===== src/logic/iep_regs.vh =====
// Purpose: Offsets, field layouts, reset values and masks for the
//          interrupt enable and priority register block.
// Assumes: APB with 32-bit data; each register takes one aligned word.
// Notes:   Only the low 16 bits of each word are implemented.
`ifndef IEP_REGS_VH
`define IEP_REGS_VH

// ****************************************************************
// Register byte offsets
// ****************************************************************
`define IEP_OFS_EN0 8'h00
`define IEP_OFS_EN1 8'h04
`define IEP_OFS_EN3 8'h08
`define IEP_OFS_EN4 8'h0C
`define IEP_OFS_PRI0 8'h10
`define IEP_OFS_PRI1 8'h14
`define IEP_OFS_PRI2 8'h18
`define IEP_OFS_FLG0 8'h20
`define IEP_OFS_FLG1 8'h24
`define IEP_OFS_FLG3 8'h28
`define IEP_OFS_FLG4 8'h2C

// ****************************************************************
// Implemented bit masks (enable and flag registers share a layout)
// ****************************************************************
`define IEP_MASK_EN0 16'h3FEF
`define IEP_MASK_EN1 16'h20DB
`define IEP_MASK_EN3 16'h8600
`define IEP_MASK_EN4 16'h0602
`define IEP_MASK_PRI0 16'h7777
`define IEP_MASK_PRI1 16'h7770
`define IEP_MASK_PRI2 16'h7777

// ****************************************************************
// Reset values
// ****************************************************************
`define IEP_RST_EN 16'h0000
`define IEP_RST_PRI0 16'h4444
`define IEP_RST_PRI1 16'h4440
`define IEP_RST_PRI2 16'h4444
`define IEP_PRI_DEFAULT 3'h4
`define IEP_PRI_OFF 3'h0

// ****************************************************************
// Enable bit positions named in the first four enable registers
// ****************************************************************
`define IEP_BIT_EXT_PIN0 0
`define IEP_BIT_CAPTURE1 1
`define IEP_BIT_EXT_PIN2 13
`define IEP_BIT_CAPTURE8 7
`define IEP_BIT_CAPTURE7 6
`define IEP_BIT_EXT_PIN1 4
`define IEP_BIT_CHANGE_NOTIFY 3
`define IEP_BIT_I2C_MASTER 1
`define IEP_BIT_I2C_SLAVE 0
`define IEP_BIT_PWM_A_FAULT 15
`define IEP_BIT_ENCODER 10
`define IEP_BIT_PWM_A 9
`define IEP_BIT_PWM_B_FAULT 10
`define IEP_BIT_PWM_B 9
`define IEP_BIT_UART_ERROR 1

// ****************************************************************
// Priority field low bit positions
// ****************************************************************
`define IEP_FLD_HI 12
`define IEP_FLD_MH 8
`define IEP_FLD_ML 4
`define IEP_FLD_LO 0

`endif


===== src/logic/iep_src.v =====
// Purpose: One interrupt source slot: sticky flag and gated request.
// Assumes: Event and clear come from logic on sys_clk.
// Notes:   Unimplemented slots keep the flag at zero.
`timescale 1ns/1ps
`default_nettype none

module iep_src #(
  parameter IMPL = 1
) (
  input wire sys_clk, // System clock
  input wire nrst, // Synchronous reset, active low
  input wire event_in, // Source raised a request this cycle
  input wire clr, // Software write-one-to-clear
  input wire en, // Enable bit for this source
  input wire [2:0] prio, // Priority field for this source
  output reg flag_q, // Sticky flag
  output wire req // Gated request
);

  // ****************************************************************
  // Sticky flag; an event in the clear cycle still sets it
  // ****************************************************************
  always @(posedge sys_clk) begin
    if (!nrst || IMPL == 0) begin
      flag_q <= 1'b0;
    end else if (event_in) begin
      flag_q <= 1'b1;
    end else if (clr) begin
      flag_q <= 1'b0;
    end
  end

  // Request only with flag, enable and a non-zero priority
  assign req = flag_q & en & (prio != 3'h0);

endmodule // iep_src

`default_nettype wire


===== src/logic/iep_top.v =====
// Purpose: Interrupt enable and priority registers with request gating.
// Assumes: APB3 slave, one wait state; sources pulse src_event on sys_clk.
// Notes:   Slot n = register*16 + bit, registers ordered en0, en1, en3, en4.
//
// Notes on behaviour
// - Enable one passes request, zero blocks it
// - Priority three bits; all ones is level seven
// - Code one is lowest level; codes linear
// - Priority zero disables source regardless of enable
// - Unimplemented bits read zero, ignore writes
// - Reset clears every enable bit
// - Reset loads every priority field with four
// - Enable bits read back last written value
// - First enable: capture1 bit1, ext pin0 bit0
// - Second enable register bit layout as listed
// - Third enable: fault A 15, encoder 10, pwm 9
// - First priority register field layout
// - Second priority register layout, low nibble unused
// - Third priority register field layout
// - Flag reads one after source raises request
//
// The register offsets and register access over APB were left to the implementer.
`timescale 1ns/1ps
`default_nettype none
`include "iep_regs.vh"

module iep_top #(
  parameter ADDR_W = 8
) (
  input wire sys_clk, // System clock, 100 MHz
  input wire nrst, // Synchronous reset, active low
  input wire [ADDR_W-1:0] paddr, // APB byte address
  input wire psel, // APB select
  input wire penable, // APB access phase
  input wire pwrite, // APB direction, high for write
  input wire [31:0] pwdata, // APB write data
  output reg [31:0] prdata, // APB read data
  output reg pready, // APB ready
  output reg pslverr, // APB error on unmapped address
  input wire [63:0] src_event, // One-cycle request pulses per slot
  output reg [63:0] irq_req, // Gated request per slot
  output reg [191:0] irq_level, // Priority level per slot, 3 bits each
  output reg irq_out // Any unmasked request pending
);

  // ****************************************************************
  // Local state
  // ****************************************************************
  reg [15:0] en0_q;
  reg [15:0] en1_q;
  reg [15:0] en3_q;
  reg [15:0] en4_q;
  reg [15:0] pri0_q;
  reg [15:0] pri1_q;
  reg [15:0] pri2_q;
  wire [63:0] flag_w;
  wire [63:0] req_w;
  wire [63:0] en_vec;
  wire [63:0] impl_vec;
  reg [63:0] clr_vec;
  reg [191:0] level_vec;
  wire access;
  wire wr_fire;
  wire rd_fire;
  reg [31:0] rdata_d;
  reg hit_d;
  // Named enable bits and priority fields
  wire ext_pin0_irq_en;
  wire capture1_irq_en;
  wire ext_pin2_irq_en;
  wire capture8_irq_en;
  wire capture7_irq_en;
  wire ext_pin1_irq_en;
  wire change_notify_irq_en;
  wire i2c_master_irq_en;
  wire i2c_slave_irq_en;
  wire pwm_a_fault_irq_en;
  wire encoder_irq_en;
  wire pwm_a_irq_en;
  wire pwm_b_fault_irq_en;
  wire pwm_b_irq_en;
  wire uart_error_irq_en;
  wire [2:0] ext_pin0_priority;
  wire [2:0] capture1_priority;
  wire [2:0] compare1_priority;
  wire [2:0] timer_a_priority;
  wire [2:0] capture2_priority;
  wire [2:0] compare2_priority;
  wire [2:0] timer_b_priority;
  wire [2:0] timer_c_priority;
  wire [2:0] spi_error_priority;
  wire [2:0] spi_event_priority;
  wire [2:0] uart_receive_priority;
  reg [15:0] gate0;
  reg [15:0] gate1;
  reg [15:0] gate3;
  reg [15:0] gate4;
  reg [15:0] pfld0;
  reg [15:0] pfld1;
  reg [15:0] pfld2;

  // ****************************************************************
  // Helpers
  // ****************************************************************
  // Priority of a slot; slots without a field here use the reset level
  function [2:0] prio_of;
    input [5:0] slot;
    input [15:0] p0;
    input [15:0] p1;
    input [15:0] p2;
    begin
      case (slot)
        6'h00: prio_of = p0[`IEP_FLD_LO+2:`IEP_FLD_LO];
        6'h01: prio_of = p0[`IEP_FLD_ML+2:`IEP_FLD_ML];
        6'h02: prio_of = p0[`IEP_FLD_MH+2:`IEP_FLD_MH];
        6'h03: prio_of = p0[`IEP_FLD_HI+2:`IEP_FLD_HI];
        6'h05: prio_of = p1[`IEP_FLD_ML+2:`IEP_FLD_ML];
        6'h06: prio_of = p1[`IEP_FLD_MH+2:`IEP_FLD_MH];
        6'h07: prio_of = p1[`IEP_FLD_HI+2:`IEP_FLD_HI];
        6'h08: prio_of = p2[`IEP_FLD_LO+2:`IEP_FLD_LO];
        6'h09: prio_of = p2[`IEP_FLD_ML+2:`IEP_FLD_ML];
        6'h0A: prio_of = p2[`IEP_FLD_MH+2:`IEP_FLD_MH];
        6'h0B: prio_of = p2[`IEP_FLD_HI+2:`IEP_FLD_HI];
        default: prio_of = `IEP_PRI_DEFAULT;
      endcase
    end
  endfunction

  // Write data confined to implemented bits
  function [15:0] masked;
    input [31:0] data;
    input [15:0] mask;
    begin
      masked = data[15:0] & mask;
    end
  endfunction

  // ****************************************************************
  // APB handshake
  // ****************************************************************
  // One wait state keeps pready and prdata straight from flops
  assign access = psel & penable;
  assign wr_fire = access & pready & pwrite;
  assign rd_fire = access & ~pready & ~pwrite;

  always @(posedge sys_clk) begin
    if (!nrst) begin
      pready <= 1'b0;
      pslverr <= 1'b0;
      prdata <= 32'h00000000;
    end else begin
      pready <= access & ~pready;
      pslverr <= access & ~pready & ~hit_d;
      if (rd_fire) begin
        prdata <= rdata_d;
      end else if (!access) begin
        prdata <= 32'h00000000;
      end
    end
  end

  // ****************************************************************
  // Address decode and read mux
  // ****************************************************************
  always @* begin
    hit_d = 1'b1;
    rdata_d = 32'h00000000;
    case (paddr)
      `IEP_OFS_EN0: rdata_d[15:0] = en0_q;
      `IEP_OFS_EN1: rdata_d[15:0] = en1_q;
      `IEP_OFS_EN3: rdata_d[15:0] = en3_q;
      `IEP_OFS_EN4: rdata_d[15:0] = en4_q;
      `IEP_OFS_PRI0: rdata_d[15:0] = pri0_q;
      `IEP_OFS_PRI1: rdata_d[15:0] = pri1_q;
      `IEP_OFS_PRI2: rdata_d[15:0] = pri2_q;
      `IEP_OFS_FLG0: rdata_d[15:0] = flag_w[15:0];
      `IEP_OFS_FLG1: rdata_d[15:0] = flag_w[31:16];
      `IEP_OFS_FLG3: rdata_d[15:0] = flag_w[47:32];
      `IEP_OFS_FLG4: rdata_d[15:0] = flag_w[63:48];
      default: hit_d = 1'b0;
    endcase
  end

  // ****************************************************************
  // Enable and priority registers
  // ****************************************************************
  // Stored value is always masked, so unused bits stay zero
  always @(posedge sys_clk) begin
    if (!nrst) begin
      en0_q <= `IEP_RST_EN;
      en1_q <= `IEP_RST_EN;
      en3_q <= `IEP_RST_EN;
      en4_q <= `IEP_RST_EN;
      pri0_q <= `IEP_RST_PRI0 & `IEP_MASK_PRI0;
      pri1_q <= `IEP_RST_PRI1 & `IEP_MASK_PRI1;
      pri2_q <= `IEP_RST_PRI2 & `IEP_MASK_PRI2;
    end else if (wr_fire) begin
      case (paddr)
        `IEP_OFS_EN0: en0_q <= masked(pwdata, `IEP_MASK_EN0);
        `IEP_OFS_EN1: en1_q <= masked(pwdata, `IEP_MASK_EN1);
        `IEP_OFS_EN3: en3_q <= masked(pwdata, `IEP_MASK_EN3);
        `IEP_OFS_EN4: en4_q <= masked(pwdata, `IEP_MASK_EN4);
        `IEP_OFS_PRI0: pri0_q <= masked(pwdata, `IEP_MASK_PRI0);
        `IEP_OFS_PRI1: pri1_q <= masked(pwdata, `IEP_MASK_PRI1);
        `IEP_OFS_PRI2: pri2_q <= masked(pwdata, `IEP_MASK_PRI2);
        default: en0_q <= en0_q;
      endcase
    end
  end

  // ****************************************************************
  // Flag clear strobes, write one to clear
  // ****************************************************************
  always @* begin
    clr_vec = 64'h0000000000000000;
    if (wr_fire) begin
      case (paddr)
        `IEP_OFS_FLG0: clr_vec[15:0] = pwdata[15:0];
        `IEP_OFS_FLG1: clr_vec[31:16] = pwdata[15:0];
        `IEP_OFS_FLG3: clr_vec[47:32] = pwdata[15:0];
        `IEP_OFS_FLG4: clr_vec[63:48] = pwdata[15:0];
        default: clr_vec = 64'h0000000000000000;
      endcase
    end
  end

  // ****************************************************************
  // Per-slot gating
  // ****************************************************************
  assign en_vec = {gate4, gate3, gate1, gate0};
  assign impl_vec = {`IEP_MASK_EN4, `IEP_MASK_EN3, `IEP_MASK_EN1, `IEP_MASK_EN0};

  // ****************************************************************
  // Named enable bits
  // ****************************************************************
  // Bit layout lives here once; gating below uses these names, but gate0 starts from all of en0_q
  assign ext_pin0_irq_en = en0_q[`IEP_BIT_EXT_PIN0];
  assign capture1_irq_en = en0_q[`IEP_BIT_CAPTURE1];
  assign ext_pin2_irq_en = en1_q[`IEP_BIT_EXT_PIN2];
  assign capture8_irq_en = en1_q[`IEP_BIT_CAPTURE8];
  assign capture7_irq_en = en1_q[`IEP_BIT_CAPTURE7];
  assign ext_pin1_irq_en = en1_q[`IEP_BIT_EXT_PIN1];
  assign change_notify_irq_en = en1_q[`IEP_BIT_CHANGE_NOTIFY];
  assign i2c_master_irq_en = en1_q[`IEP_BIT_I2C_MASTER];
  assign i2c_slave_irq_en = en1_q[`IEP_BIT_I2C_SLAVE];
  assign pwm_a_fault_irq_en = en3_q[`IEP_BIT_PWM_A_FAULT];
  assign encoder_irq_en = en3_q[`IEP_BIT_ENCODER];
  assign pwm_a_irq_en = en3_q[`IEP_BIT_PWM_A];
  assign pwm_b_fault_irq_en = en4_q[`IEP_BIT_PWM_B_FAULT];
  assign pwm_b_irq_en = en4_q[`IEP_BIT_PWM_B];
  assign uart_error_irq_en = en4_q[`IEP_BIT_UART_ERROR];

  // ****************************************************************
  // Named priority fields
  // ****************************************************************
  // Three bits each; bit 3 of every nibble is never stored
  assign ext_pin0_priority = pri0_q[`IEP_FLD_LO+2:`IEP_FLD_LO];
  assign capture1_priority = pri0_q[`IEP_FLD_ML+2:`IEP_FLD_ML];
  assign compare1_priority = pri0_q[`IEP_FLD_MH+2:`IEP_FLD_MH];
  assign timer_a_priority = pri0_q[`IEP_FLD_HI+2:`IEP_FLD_HI];
  assign capture2_priority = pri1_q[`IEP_FLD_ML+2:`IEP_FLD_ML];
  assign compare2_priority = pri1_q[`IEP_FLD_MH+2:`IEP_FLD_MH];
  assign timer_b_priority = pri1_q[`IEP_FLD_HI+2:`IEP_FLD_HI];
  assign timer_c_priority = pri2_q[`IEP_FLD_LO+2:`IEP_FLD_LO];
  assign spi_error_priority = pri2_q[`IEP_FLD_ML+2:`IEP_FLD_ML];
  assign spi_event_priority = pri2_q[`IEP_FLD_MH+2:`IEP_FLD_MH];
  assign uart_receive_priority = pri2_q[`IEP_FLD_HI+2:`IEP_FLD_HI];

  // Gate words rebuilt from names; unnamed positions stay zero except in gate0, which starts from en0_q
  always @* begin
    gate0 = en0_q;
    gate1 = 16'h0000;
    gate3 = 16'h0000;
    gate4 = 16'h0000;
    gate0[`IEP_BIT_EXT_PIN0] = ext_pin0_irq_en;
    gate0[`IEP_BIT_CAPTURE1] = capture1_irq_en;
    gate1[`IEP_BIT_EXT_PIN2] = ext_pin2_irq_en;
    gate1[`IEP_BIT_CAPTURE8] = capture8_irq_en;
    gate1[`IEP_BIT_CAPTURE7] = capture7_irq_en;
    gate1[`IEP_BIT_EXT_PIN1] = ext_pin1_irq_en;
    gate1[`IEP_BIT_CHANGE_NOTIFY] = change_notify_irq_en;
    gate1[`IEP_BIT_I2C_MASTER] = i2c_master_irq_en;
    gate1[`IEP_BIT_I2C_SLAVE] = i2c_slave_irq_en;
    gate3[`IEP_BIT_PWM_A_FAULT] = pwm_a_fault_irq_en;
    gate3[`IEP_BIT_ENCODER] = encoder_irq_en;
    gate3[`IEP_BIT_PWM_A] = pwm_a_irq_en;
    gate4[`IEP_BIT_PWM_B_FAULT] = pwm_b_fault_irq_en;
    gate4[`IEP_BIT_PWM_B] = pwm_b_irq_en;
    gate4[`IEP_BIT_UART_ERROR] = uart_error_irq_en;
    pfld0 = 16'h0000;
    pfld1 = 16'h0000;
    pfld2 = 16'h0000;
    pfld0[`IEP_FLD_LO +: 3] = ext_pin0_priority;
    pfld0[`IEP_FLD_ML +: 3] = capture1_priority;
    pfld0[`IEP_FLD_MH +: 3] = compare1_priority;
    pfld0[`IEP_FLD_HI +: 3] = timer_a_priority;
    pfld1[`IEP_FLD_ML +: 3] = capture2_priority;
    pfld1[`IEP_FLD_MH +: 3] = compare2_priority;
    pfld1[`IEP_FLD_HI +: 3] = timer_b_priority;
    pfld2[`IEP_FLD_LO +: 3] = timer_c_priority;
    pfld2[`IEP_FLD_ML +: 3] = spi_error_priority;
    pfld2[`IEP_FLD_MH +: 3] = spi_event_priority;
    pfld2[`IEP_FLD_HI +: 3] = uart_receive_priority;
  end

  // Level table; linear code to level mapping, zero means off
  always @* begin : lvl_blk
    integer i;
    i = 0;
    level_vec = 192'h0;
    for (i = 0; i < 64; i = i + 1) begin
      level_vec[3*i +: 3] = prio_of(i[5:0], pfld0, pfld1, pfld2);
    end
  end

  genvar g;
  generate
    for (g = 0; g < 64; g = g + 1) begin : slot
      iep_src #(
        .IMPL(((64'h06028600_20DB3FEF >> g) & 64'h1) != 64'h0 ? 1 : 0)
      ) u_src (
        .sys_clk(sys_clk),
        .nrst(nrst),
        .event_in(src_event[g] & impl_vec[g]),
        .clr(clr_vec[g]),
        .en(en_vec[g]),
        .prio(level_vec[3*g +: 3]),
        .flag_q(flag_w[g]),
        .req(req_w[g])
      );
    end
  endgenerate

  // ****************************************************************
  // Registered request outputs
  // ****************************************************************
  // A write at edge N reaches these flops at edge N+1
  always @(posedge sys_clk) begin
    if (!nrst) begin
      irq_req <= 64'h0000000000000000;
      irq_level <= 192'h0;
      irq_out <= 1'b0;
    end else begin
      irq_req <= req_w;
      irq_level <= level_vec;
      irq_out <= |req_w;
    end
  end

endmodule // iep_top

`default_nettype wire


===== config.mk =====
export PLATFORM = sky130hd
export DESIGN_NAME = iep_top
export DESIGN_NICKNAME = d
export VERILOG_FILES = /design/src/logic/iep_src.v /design/src/logic/iep_top.v
export VERILOG_INCLUDE_DIRS = /design/src /design/src/logic
export SDC_FILE = /design/constraint.sdc
export NUM_CORES = 1
export LEC_CHECK = 0
export ABC_AREA = 1
export BUFFER_PORTS_ARGS = -buffer_cell sky130_fd_sc_hd__clkbuf_2
export CORE_AREA = 5 5 154 156
export DETAILED_ROUTE_END_ITERATION = 16
export DIE_AREA = 0 0 159 161
export GPL_TIMING_DRIVEN = 1
export PLACE_DENSITY_LB_ADDON = 0.08
export SLEW_MARGIN = 25
export SYNTH_ARGS = -nofsm -noshare
export SYNTH_HDL_FRONTEND = slang
export SYNTH_SLANG_ARGS = --single-unit

===== constraint.sdc =====
create_clock -name sys_clk -period 1.6 [get_ports sys_clk]
set_clock_uncertainty 0.05 [all_clocks]
set_input_delay 0.32 -clock sys_clk [delete_from_list [all_inputs] [get_ports sys_clk]]
set_output_delay 0.32 -clock sys_clk [all_outputs]
set_load 0.02 [all_outputs]

==> results.md, run 1 <==
* Sw Share at 0.278
* CTS Buf Count at 17
* Crit path cell chain: or2_2, nor2_4, buf_4, o21ai_0, a21oi_1
* Synth Area in XOR/XNOR at 0
* Worst hold path depth at 3
* Reg2Reg Depth at 5
* Leakage at 5.02 nW
* Crit path max-delay family: simple AND/OR/NAND/NOR gates
* Root buffer selected by CTS: clkbuf_16
* CP Class: reg -> reg
* Worst EP arrival at 1.88 ns
* Final cell count without fillers at 1573
* Nets@finish at 1384
* Final wirelength at 25.2 mm
* Initial antenna violation count at 0
* Starting Density at 0.363
* Fmax at 639 MHz
* Synth Register Bits at 164
* Post-synthesis adder-cell area fraction at 0
* Post-Syn Area at 8070 um2
* Power Dens Cells at 988 nW/um2
* Maxcap violations at 0
* P&R area growth vs syn at 19.4%
* DRC at 0
* I/O pin total at 400
* Synth Area in Compound Gates at 0.108
* Gpl congestion at 0.871
* Register clock-pin slew on the reported worst setup and hold paths at 0.07 ns
* DP Cell Count at 1539
* Post-Place Cell Area at 8950 um2
* Max incr delay on CP at 0.33 ns
* Total gr overflow at 0
* Die W at 159 um
* FFs w/ async S/R, synth at 0
* Layout Utilization at 0.433
* Min Hold Slack at 0.0471 ns
* Endpoint class of the critical path: flop
* Global-route wire length before repair at 37.3 mm
* ANT nets after route at 0
* DR vias/cell at 4.43
* Sequential fraction of the synthesis area at 0.407
* YS warnings at 0
* Ant. Diodes at 0
* Number of synthesized flops with an enable pin at 0
* Final Cell Area at 9630 um2
* Top cells by count, synth: 216 x buf_4, 216 x nand2_1, 164 x dfxtp_1
* Final Power at 9.51 mW
* Avg Inst Size Synth at 7.54 um2
* Largest family of logic cells by synthesized area: buffers and inverters
* Final setup TNS at 0 ns
* Slew Viols, Final at 0
* TritonCTS clock tree: built
* Seq pwr share at 0.441
* Critical Path Fanout Max at 16
* Clock network power share at 0.459
* Worst path depth at 5
* Final hold violations at 0
* Crit path buf inv count at 1
* Critical Path Source Type: flop
* Final Setup Violations at 0
* DP HPWL at 19.8 mm
* Status: finished, final reports clean
* Worst VDD drop at 0.000645 V
* Worst EP required at 1.91 ns
* Largest net degree at the start of global routing at 63
* Multiplexer share of the synthesized area at 0
* Post-CTS Hold Buffers at 0
* Ys flop type: dfxtp_1
* Top cell type's share of synthesized area at 0.407
* P_int at 6.86 mW
* Final worst path period share at 0.979
* Top post-synthesis cells by area: dfxtp_1 41%, buf_4 20%, nand2_1 10%, inv_1 5.3%, a21oi_1 4.5%
* Layout cell share with drive strength beyond 1 at 0.273
* Vias in the first global route at 6661
* Total GRT Usage at 0.187
* Post-route setup slack at 0.0341 ns
* Rel. slew slack at 0.597
* Synth area leader: dfxtp_1
* Die footprint at 25600 um2
* Latest clock arrival within the worst-skew pair at 0.44 ns
* CP max-delay cell: dfxtp_2
* Clock Tree Buf Depth at 2
* CTS H-tree depth at 4
* Synth Instances at 1070
* Synth Area in Simple Gates at 0.209
* Dpl ws at -0.282 ns
* RSZ-0062 raised after global routing: true
* Die height at 161 um
* Routed len/inst at 16.0 um
* HP Class: in -> reg
* Core area at 22200 um2
* Fillers at 2382
* DRT iter0 DRCs at 453
* Via count at 6975
* TritonRoute pass-1 iters at 5
* Crit path time final at 1.57 ns
* Net Switching at 2.65 mW
* PortBufs at 185
* Gate power share at 0.101
* CTS Sinks at 164
* Row count at 55
* Worst-margin pin slew at 0.603 ns
* Synth unique cells at 33
what timing repair did:
item | in CTS | in global routing
setup buffers | 0 | 1
pin swaps | 0 | 3
endpoints found under the setup margin | 16 | 83
gates resized for setup | 1 | 12
gates cloned | 0 | 1
registers in the layout (all words and copies together) (netlist names), 3 cells and up:
signal             flops
pri1_q                 9
en0_q                 13
irq_req               26
irq_level             34
prdata                16
pri0_q                12
slot.u_src.flag_q     26
en4_q                  3
en1_q                  7
pri2_q                12
en3_q                  3
cell type report:
type	instances	area [um2]	share of cell area
clock inverters	15	195	0.0203
clock buffers	17	425	0.0442
well taps	285	357	0.0370
repair buffers	267	1720	0.178
flip-flops and latches	164	3290	0.341
multi-input cells	701	3180	0.331
inverters	124	468	0.0486
final timing paths:
path | startpoint | end | slack [ns]
worst max-delay path | pready$_SDFF_PN0_ | prdata[4]$_SDFFE_PN0P_ | 0.03
worst min-delay path | src_event[0] | slot[0].u_src.flag_q$_SDFFE_PN0P_ | 0.05
worst max register to register | pready$_SDFF_PN0_ | prdata[4]$_SDFFE_PN0P_ | 0.03
worst min register to register | pri2_q[2]$_SDFFE_PN1P_ | irq_level[26]$_SDFF_PN0_ | 0.38
cell usage in the layout (no fill, tap or decap), types with 2 or more instances in the layout:
cell type    n
dfxtp_1    162
buf_12      12
o22ai_1      2
a21oi_1     72
nand2_2      4
o221ai_1     6
bufinv_16    3
nor2_2      10
inv_1      111
o211ai_1     3
clkbuf_2   185
o21ai_0     61
nand3_2      3
inv_2       12
nand3_1     51
nand3b_1     2
nand2_1    216
conb_1     160
nor3_1       2
buf_4       68
inv_6        4
nand4_1      5
nand2_4      3
a211oi_1     4
nor2_4      11
clkbuf_16   18
dfxtp_2      2
or2_2        2
clkinv_4     4
inv_8        2
nor2_1      64
o21ai_1     14
cells by family (layout without fill, tap and decap cells):
group	count (synthesis)	in the layout
buffers and inverters	364	423
other	1	160
AO/OA/AOI/OAI	164	164
AND/OR/NAND/NOR	377	377
flip-flops	164	164
worst register-to-register path, cell delays in order, from the launching register on:
cell     delay (ns)
dfxtp_2        0.33
or2_2          0.33
nor2_4         0.10
buf_4          0.26
o21ai_0        0.26
a21oi_1        0.18
power by group through the flow:
| stage | clock network, mW | registers [mW] | logic [mW] |
|---|---|---|---|
| 2_1_floorplan | 0 | 4.31 | 1.01 |
| 3_3_place_gp | 0 | 4.28 | 0.942 |
| 3_5_place_dp | 0 | 4.28 | 0.943 |
| 4_1_cts | 4.45 | 4.19 | 0.945 |
| 5_1_grt | 4.61 | 4.20 | 1.04 |
| 6_report | 4.36 | 4.19 | 0.958 |
routing by layer:
metal / routed length [um] / vias up / track usage
li1: - / 3399 / -
met1: 10900 / 3213 / 0.247
met2: 12000 / 340 / 0.311
met3: 1880 / 23 / 0.0383
met4: 393 / 0 / 0.0531
met5: 0 / - / 0
Power figures use the tool's default switching activity.
==> inputs of run 2 (changes only) <==
--- a/config.mk
+++ b/config.mk
@@ -9,9 +9,11 @@
 export ABC_AREA = 1
 export BUFFER_PORTS_ARGS = -buffer_cell sky130_fd_sc_hd__clkbuf_2
 export CORE_AREA = 5 5 154 156
+export CTS_CLUSTER_DIAMETER = 50
 export DETAILED_ROUTE_END_ITERATION = 16
 export DIE_AREA = 0 0 159 161
 export GPL_TIMING_DRIVEN = 1
+export MAX_ROUTING_LAYER = met4
 export PLACE_DENSITY_LB_ADDON = 0.08
 export SLEW_MARGIN = 25
 export SYNTH_ARGS = -nofsm -noshare
==> run 2 against run 1 <==
Global-route usage rose by 0.59 points. Combinational power barely moved. Highest routed layer unchanged. First-iteration DRC count rose by 4.6%. Flip-flop and latch count did not move. Critical endpoint unchanged. Register-to-register slack barely moved. Via count fell by 0.50%. Critical path type unchanged.
==> results.md, run 2 (same netlist as run 1, synthesis figures left out) <==
* HP Class: in -> reg
* ANT nets after route at 0
* Most frequent cells in the layout: 216 x nand2_1, 180 x clkbuf_2, 162 x dfxtp_1
* Worst-margin pin slew at 0.599 ns
* Power Dens Cells at 988 nW/um2
* Seq pwr share at 0.440
* Number of flip-flops in the largest register at 34
* Status: finished, final reports clean
* CTS H-tree depth at 4
* Crit path cell chain: or2_2, nor2_4, buf_4, o21ai_0, a21oi_1
* RSZ-0062 raised after global routing: true
* PortBufs at 185
* Via count at 6940
* Worst EP required at 1.92 ns
* Die height at 161 um
* Nets@finish at 1384
* DP HPWL at 19.8 mm
* Final wirelength at 25.2 mm
* Max incr delay on CP at 0.33 ns
* Crit path time final at 1.56 ns
* Core area at 22200 um2
* Largest net degree at the start of global routing at 63
* TritonCTS clock tree: built
* P&R area growth vs syn at 19.4%
* Sw Share at 0.279
* Ant. Diodes at 0
* Die footprint at 25600 um2
* I/O pin total at 400
* Layout cell share with drive strength beyond 1 at 0.273
* Worst VDD drop at 0.000650 V
* Initial antenna violation count at 0
* Post-CTS Hold Buffers at 0
* Leakage at 5.02 nW
* Critical Path Source Type: flop
* Endpoint class of the critical path: flop
* Biggest register: irq_level
* Starting Density at 0.363
* Clock network power share at 0.459
* CTS Sinks at 164
* Latest clock arrival within the worst-skew pair at 0.44 ns
* Total gr overflow at 0
* Commonest non-fill, non-tap cell in the layout: nand2_1
* Fillers at 2382
* Final Setup Violations at 0
* Slew Viols, Final at 0
* DR vias/cell at 4.41
* Gate power share at 0.101
* Post-Place Cell Area at 8950 um2
* Gpl congestion at 0.887
* Global-route wire length before repair at 37.3 mm
* CP Class: reg -> reg
* Rel. slew slack at 0.600
* Crit path buf inv count at 1
* Final Cell Area at 9630 um2
* DRT iter0 DRCs at 474
* TritonRoute pass-1 iters at 5
* Final hold violations at 0
* CTS Buf Count at 17
* Fmax at 641 MHz
* Root buffer selected by CTS: clkbuf_16
* CP max-delay cell: dfxtp_2
* Total GRT Usage at 0.193
* Net Switching at 2.66 mW
* Maxcap violations at 0
* Critical Path Fanout Max at 16
* Worst EP arrival at 1.88 ns
* Crit path max-delay family: simple AND/OR/NAND/NOR gates
* Final worst path period share at 0.975
* Final setup TNS at 0 ns
* Register clock-pin slew on the reported worst setup and hold paths at 0.07 ns
* Row count at 55
* DRC at 0
* Top Registers: irq_level: 34 flops, irq_req: 26 flops, slot.u_src.flag_q: 26 flops
* P_int at 6.86 mW
* Die W at 159 um
* Vias in the first global route at 6642
* Clock Tree Buf Depth at 2
* Routed len/inst at 16.0 um
run 2: cell types whose count changed in the layout (fill, tap and decap cells not counted):
cell,delta
buf_2,+5
inv_2,-1
clkbuf_2,-5
inv_4,+1
run 2: power groups by stage:
stage | clock, mW | sequential, mW | combinational, mW
final | 4.37 | 4.19 | 0.959
after detailed placement | 0 | 4.28 | 0.943
after floorplan | 0 | 4.31 | 1.01
after CTS | 4.45 | 4.19 | 0.945
after global routing | 4.62 | 4.20 | 1.04
after global placement | 0 | 4.28 | 0.942
run 2: tightest hold or removal path, stage by stage:
cell      delay [ns]
clkbuf_2        0.08
inv_1           0.04
a21oi_1         0.05
run 2: final cells by class:
class	instances	area (um2)	share of cell area
Sequential cell	164	3290	0.341
Multi-Input combinational cell	701	3180	0.330
Timing Repair Buffer	267	1720	0.178
Inverter	124	470	0.0488
Clock buffer	17	425	0.0442
Tap cell	285	357	0.0370
Clock inverter	15	195	0.0203
run 2: timing repair:
action	4_1_cts	5_1_grt
endpoints found under the setup margin	16	84
gates cloned	0	1
pin swaps	0	3
buffers inserted	0	1
gates resized for setup	1	19
run 2: worst paths after layout:
check | cells after the start | endpoint | slack [ns] | start
worst max-delay path | 5 | prdata[4]$_SDFFE_PN0P_ | 0.04 | pready$_SDFF_PN0_
worst min register to register | 2 | irq_level[26]$_SDFF_PN0_ | 0.38 | pri2_q[2]$_SDFFE_PN1P_
worst max register to register | 5 | prdata[4]$_SDFFE_PN0P_ | 0.04 | pready$_SDFF_PN0_
worst min-delay path | 3 | slot[0].u_src.flag_q$_SDFFE_PN0P_ | 0.04 | src_event[0]
run 2: per-stage QoR:
step	total power, mW	hold slack [ns]	util	cells	worst slack [ns]
CTS	9.59	0.0321	0.431	1571	0.000165
global placement	5.23	0.377	0.403	1539	-0.267
floorplan	5.31	0.298	-	1229	0.120
finish	9.52	0.0428	0.433	1573	0.0395
detailed placement	5.23	0.374	0.403	1539	-0.282
global route	9.86	0.0496	0.433	1573	-0.000959
run 2: routing by layer:
metal / GRT usage / part of all wire
met1: 0.249 / 0.43
met2: 0.310 / 0.47
met3: 0.0370 / 0.075
met4: 0.0531 / 0.016
met5: - / 0
==> inputs of run 3 (changes only) <==
--- a/config.mk
+++ b/config.mk
@@ -14,7 +14,7 @@
 export DIE_AREA = 0 0 159 161
 export GPL_TIMING_DRIVEN = 1
 export MAX_ROUTING_LAYER = met4
-export PLACE_DENSITY_LB_ADDON = 0.08
+export PLACE_DENSITY = 0.69
 export SLEW_MARGIN = 25
 export SYNTH_ARGS = -nofsm -noshare
 export SYNTH_HDL_FRONTEND = slang
==> run 3 against run 2 <==
Register-to-register slack got worse by 0.02 ns. Die area is the same. Sequential power barely moved. Final area fell by 2.4%. Critical path depth did not move. Clock power decreased by 7.8%. Sequential share of layout area is 0.82 points higher. Clock-buffer cell count increased by 5. Largest cell class unchanged. Highest routed layer unchanged.
==> results.md, run 3 (same netlist as run 1, synthesis figures left out) <==
* Status: finished, final reports clean
* Global-route wire length before repair at 36.7 mm
* Latest clock arrival within the worst-skew pair at 0.44 ns
* Sequential Area at 3280 um2
* Starting Density at 0.363
* Most frequent cells in the layout: 215 x nand2_1, 185 x clkbuf_2, 163 x dfxtp_1
* Leakage at 4.88 nW
* Gate power share at 0.103
* Die height at 161 um
* Worst VDD drop at 0.000419 V
* Area of the multi-input gates at 3170 um2
* Vias in the first global route at 6588
* Final worst path period share at 0.985
* Row count at 55
* Met2 usage at 0.304
* DP Cell Count at 1521
* Crit path time final at 1.58 ns
* Register clock-pin slew on the reported worst setup and hold paths at 0.06 ns
* Final hold violations at 0
* Endpoint class of the critical path: flop
* Met3 Track Usage GR at 0.0505
* Worst EP required at 1.91 ns
* CTS H-tree depth at 4
* RR Endpoint: prdata[7]$_SDFFE_PN0P_
* TritonRoute pass-1 iters at 8
* Routed len/inst at 15.6 um
* TritonCTS clock tree: built
* DP HPWL at 18.9 mm
* Total GRT Usage at 0.188
* HP Class: in -> reg
* Worst Hold End: slot[41].u_src.flag_q$_SDFFE_PN0P_
* Gpl congestion at 0.940
* Worst hold start: src_event[41]
* Final wirelength at 24.3 mm
* DRT iter0 DRCs at 484
* Worst hold path depth at 3
* Final setup TNS at 0 ns
* Clock network power share at 0.439
* Core area at 22200 um2
* Net Switching at 2.53 mW
* RSZ-0062 raised after global routing: true
* M1 GR Usage at 0.232
* Final Setup Violations at 0
* Seq pwr share at 0.457
* P&R area growth vs syn at 16.6%
* I/O pin total at 400
* Final Power at 9.17 mW
* Setup Buffers After CTS at 0
* Fillers at 2304
* R2r startpoint: pready$_SDFF_PN0_
* Root buffer selected by CTS: clkbuf_16
* Critical Path Fanout Max at 13
* Slew Viols, Final at 0
* Layout Utilization at 0.423
* Top Registers: irq_level: 34 flops, irq_req: 26 flops, slot.u_src.flag_q: 26 flops
* Worst-margin pin slew at 0.611 ns
* P_int at 6.63 mW
* Power Dens Cells at 975 nW/um2
* PortBufs at 185
* Global routing's busiest layer: met2
* DR vias/cell at 4.42
* Rel. slew slack at 0.588
* Die W at 159 um
* CTS Sinks at 164
* Layout cell share with drive strength beyond 1 at 0.256
* Nets@finish at 1365
* Worst EP arrival at 1.89 ns
* Reg2Reg Depth at 5
* Sw Share at 0.277
* Critical Path Source Type: flop
* Min Hold Slack at 0.0472 ns
* ANT nets after route at 0
* CP Class: reg -> reg
* Clock Tree Buf Depth at 2
* Via count at 6869
* Total gr overflow at 0
* Biggest register: irq_level
* R2r setup slk at 0.02 ns
* CTS Buf Count at 17
* Commonest non-fill, non-tap cell in the layout: nand2_1
* Largest net degree at the start of global routing at 71
* Number of flip-flops in the largest register at 34
* DRC at 0
* Final cell count without fillers at 1555
* Fmax at 635 MHz
* Die footprint at 25600 um2
* Maxcap violations at 0
* Initial antenna violation count at 2
==> run 3: final cells by class <==
type / instances / area share
Timing Repair Buffer: 248 / 0.165
Antenna cell: 2 / 0.000532
Clock inverter: 9 / 0.0101
Inverter: 124 / 0.0498
Sequential cell: 164 / 0.349
Clock buffer: 22 / 0.0504
Tap cell: 285 / 0.0379
Multi-Input combinational cell: 701 / 0.337
==> run 3: worst max-delay path by stage <==
stage | from | to | slack [ns] | cells past startpoint
floorplan | pready$_SDFF_PN0_ | slot[8].u_src.flag_q$_SDFFE_PN0P_ | 0.12 | 6
global placement | psel | prdata[10]$_SDFFE_PN0P_ | -0.24 | 7
detailed placement | psel | prdata[11]$_SDFFE_PN0P_ | -0.26 | 7
CTS | irq_level[188]$_DFF_P_ | irq_level[161] | 0.03 | 2
global route | pready$_SDFF_PN0_ | slot[5].u_src.flag_q$_SDFFE_PN0P_ | -0.02 | 7
finish | pready$_SDFF_PN0_ | prdata[7]$_SDFFE_PN0P_ | 0.02 | 5
==> run 3: power by group through the flow <==
stage / Clock (mW) / Combinational (mW) / Sequential [mW]
6_report: 4.03 / 0.948 / 4.19
5_1_grt: 4.28 / 1.03 / 4.20
4_1_cts: 4.06 / 0.933 / 4.19
3_5_place_dp: 0 / 0.930 / 4.28
3_3_place_gp: 0 / 0.923 / 4.28
2_1_floorplan: 0 / 1.01 / 4.31
==> run 3: worst max-delay path, stage by stage (launching register included) <==
cell	delay, ns
dfxtp_1	0.31
or2_2	0.33
nor2_4	0.11
buf_4	0.23
o21ai_0	0.28
a21oi_1	0.20
==> run 3: timing repair <==
action	CTS	global route
resized for setup	1	2
endpoints found under the setup margin	16	60
cloned	0	1
hold buffers	0	0
==> run 3: through the flow <==
step	instance area, um2	setup WS, ns
CTS	9370	0.0289
global route	9400	-0.0230
finish	9400	0.0242
global placement	8800	-0.236
floorplan	8670	0.120
detailed placement	8800	-0.262
==> run 3: per-layer routing <==
metal	up-vias	wire length [um]
li1	3363	-
met1	3122	9940
met2	357	11800
met3	27	2260
met4	0	306
met5	-	0
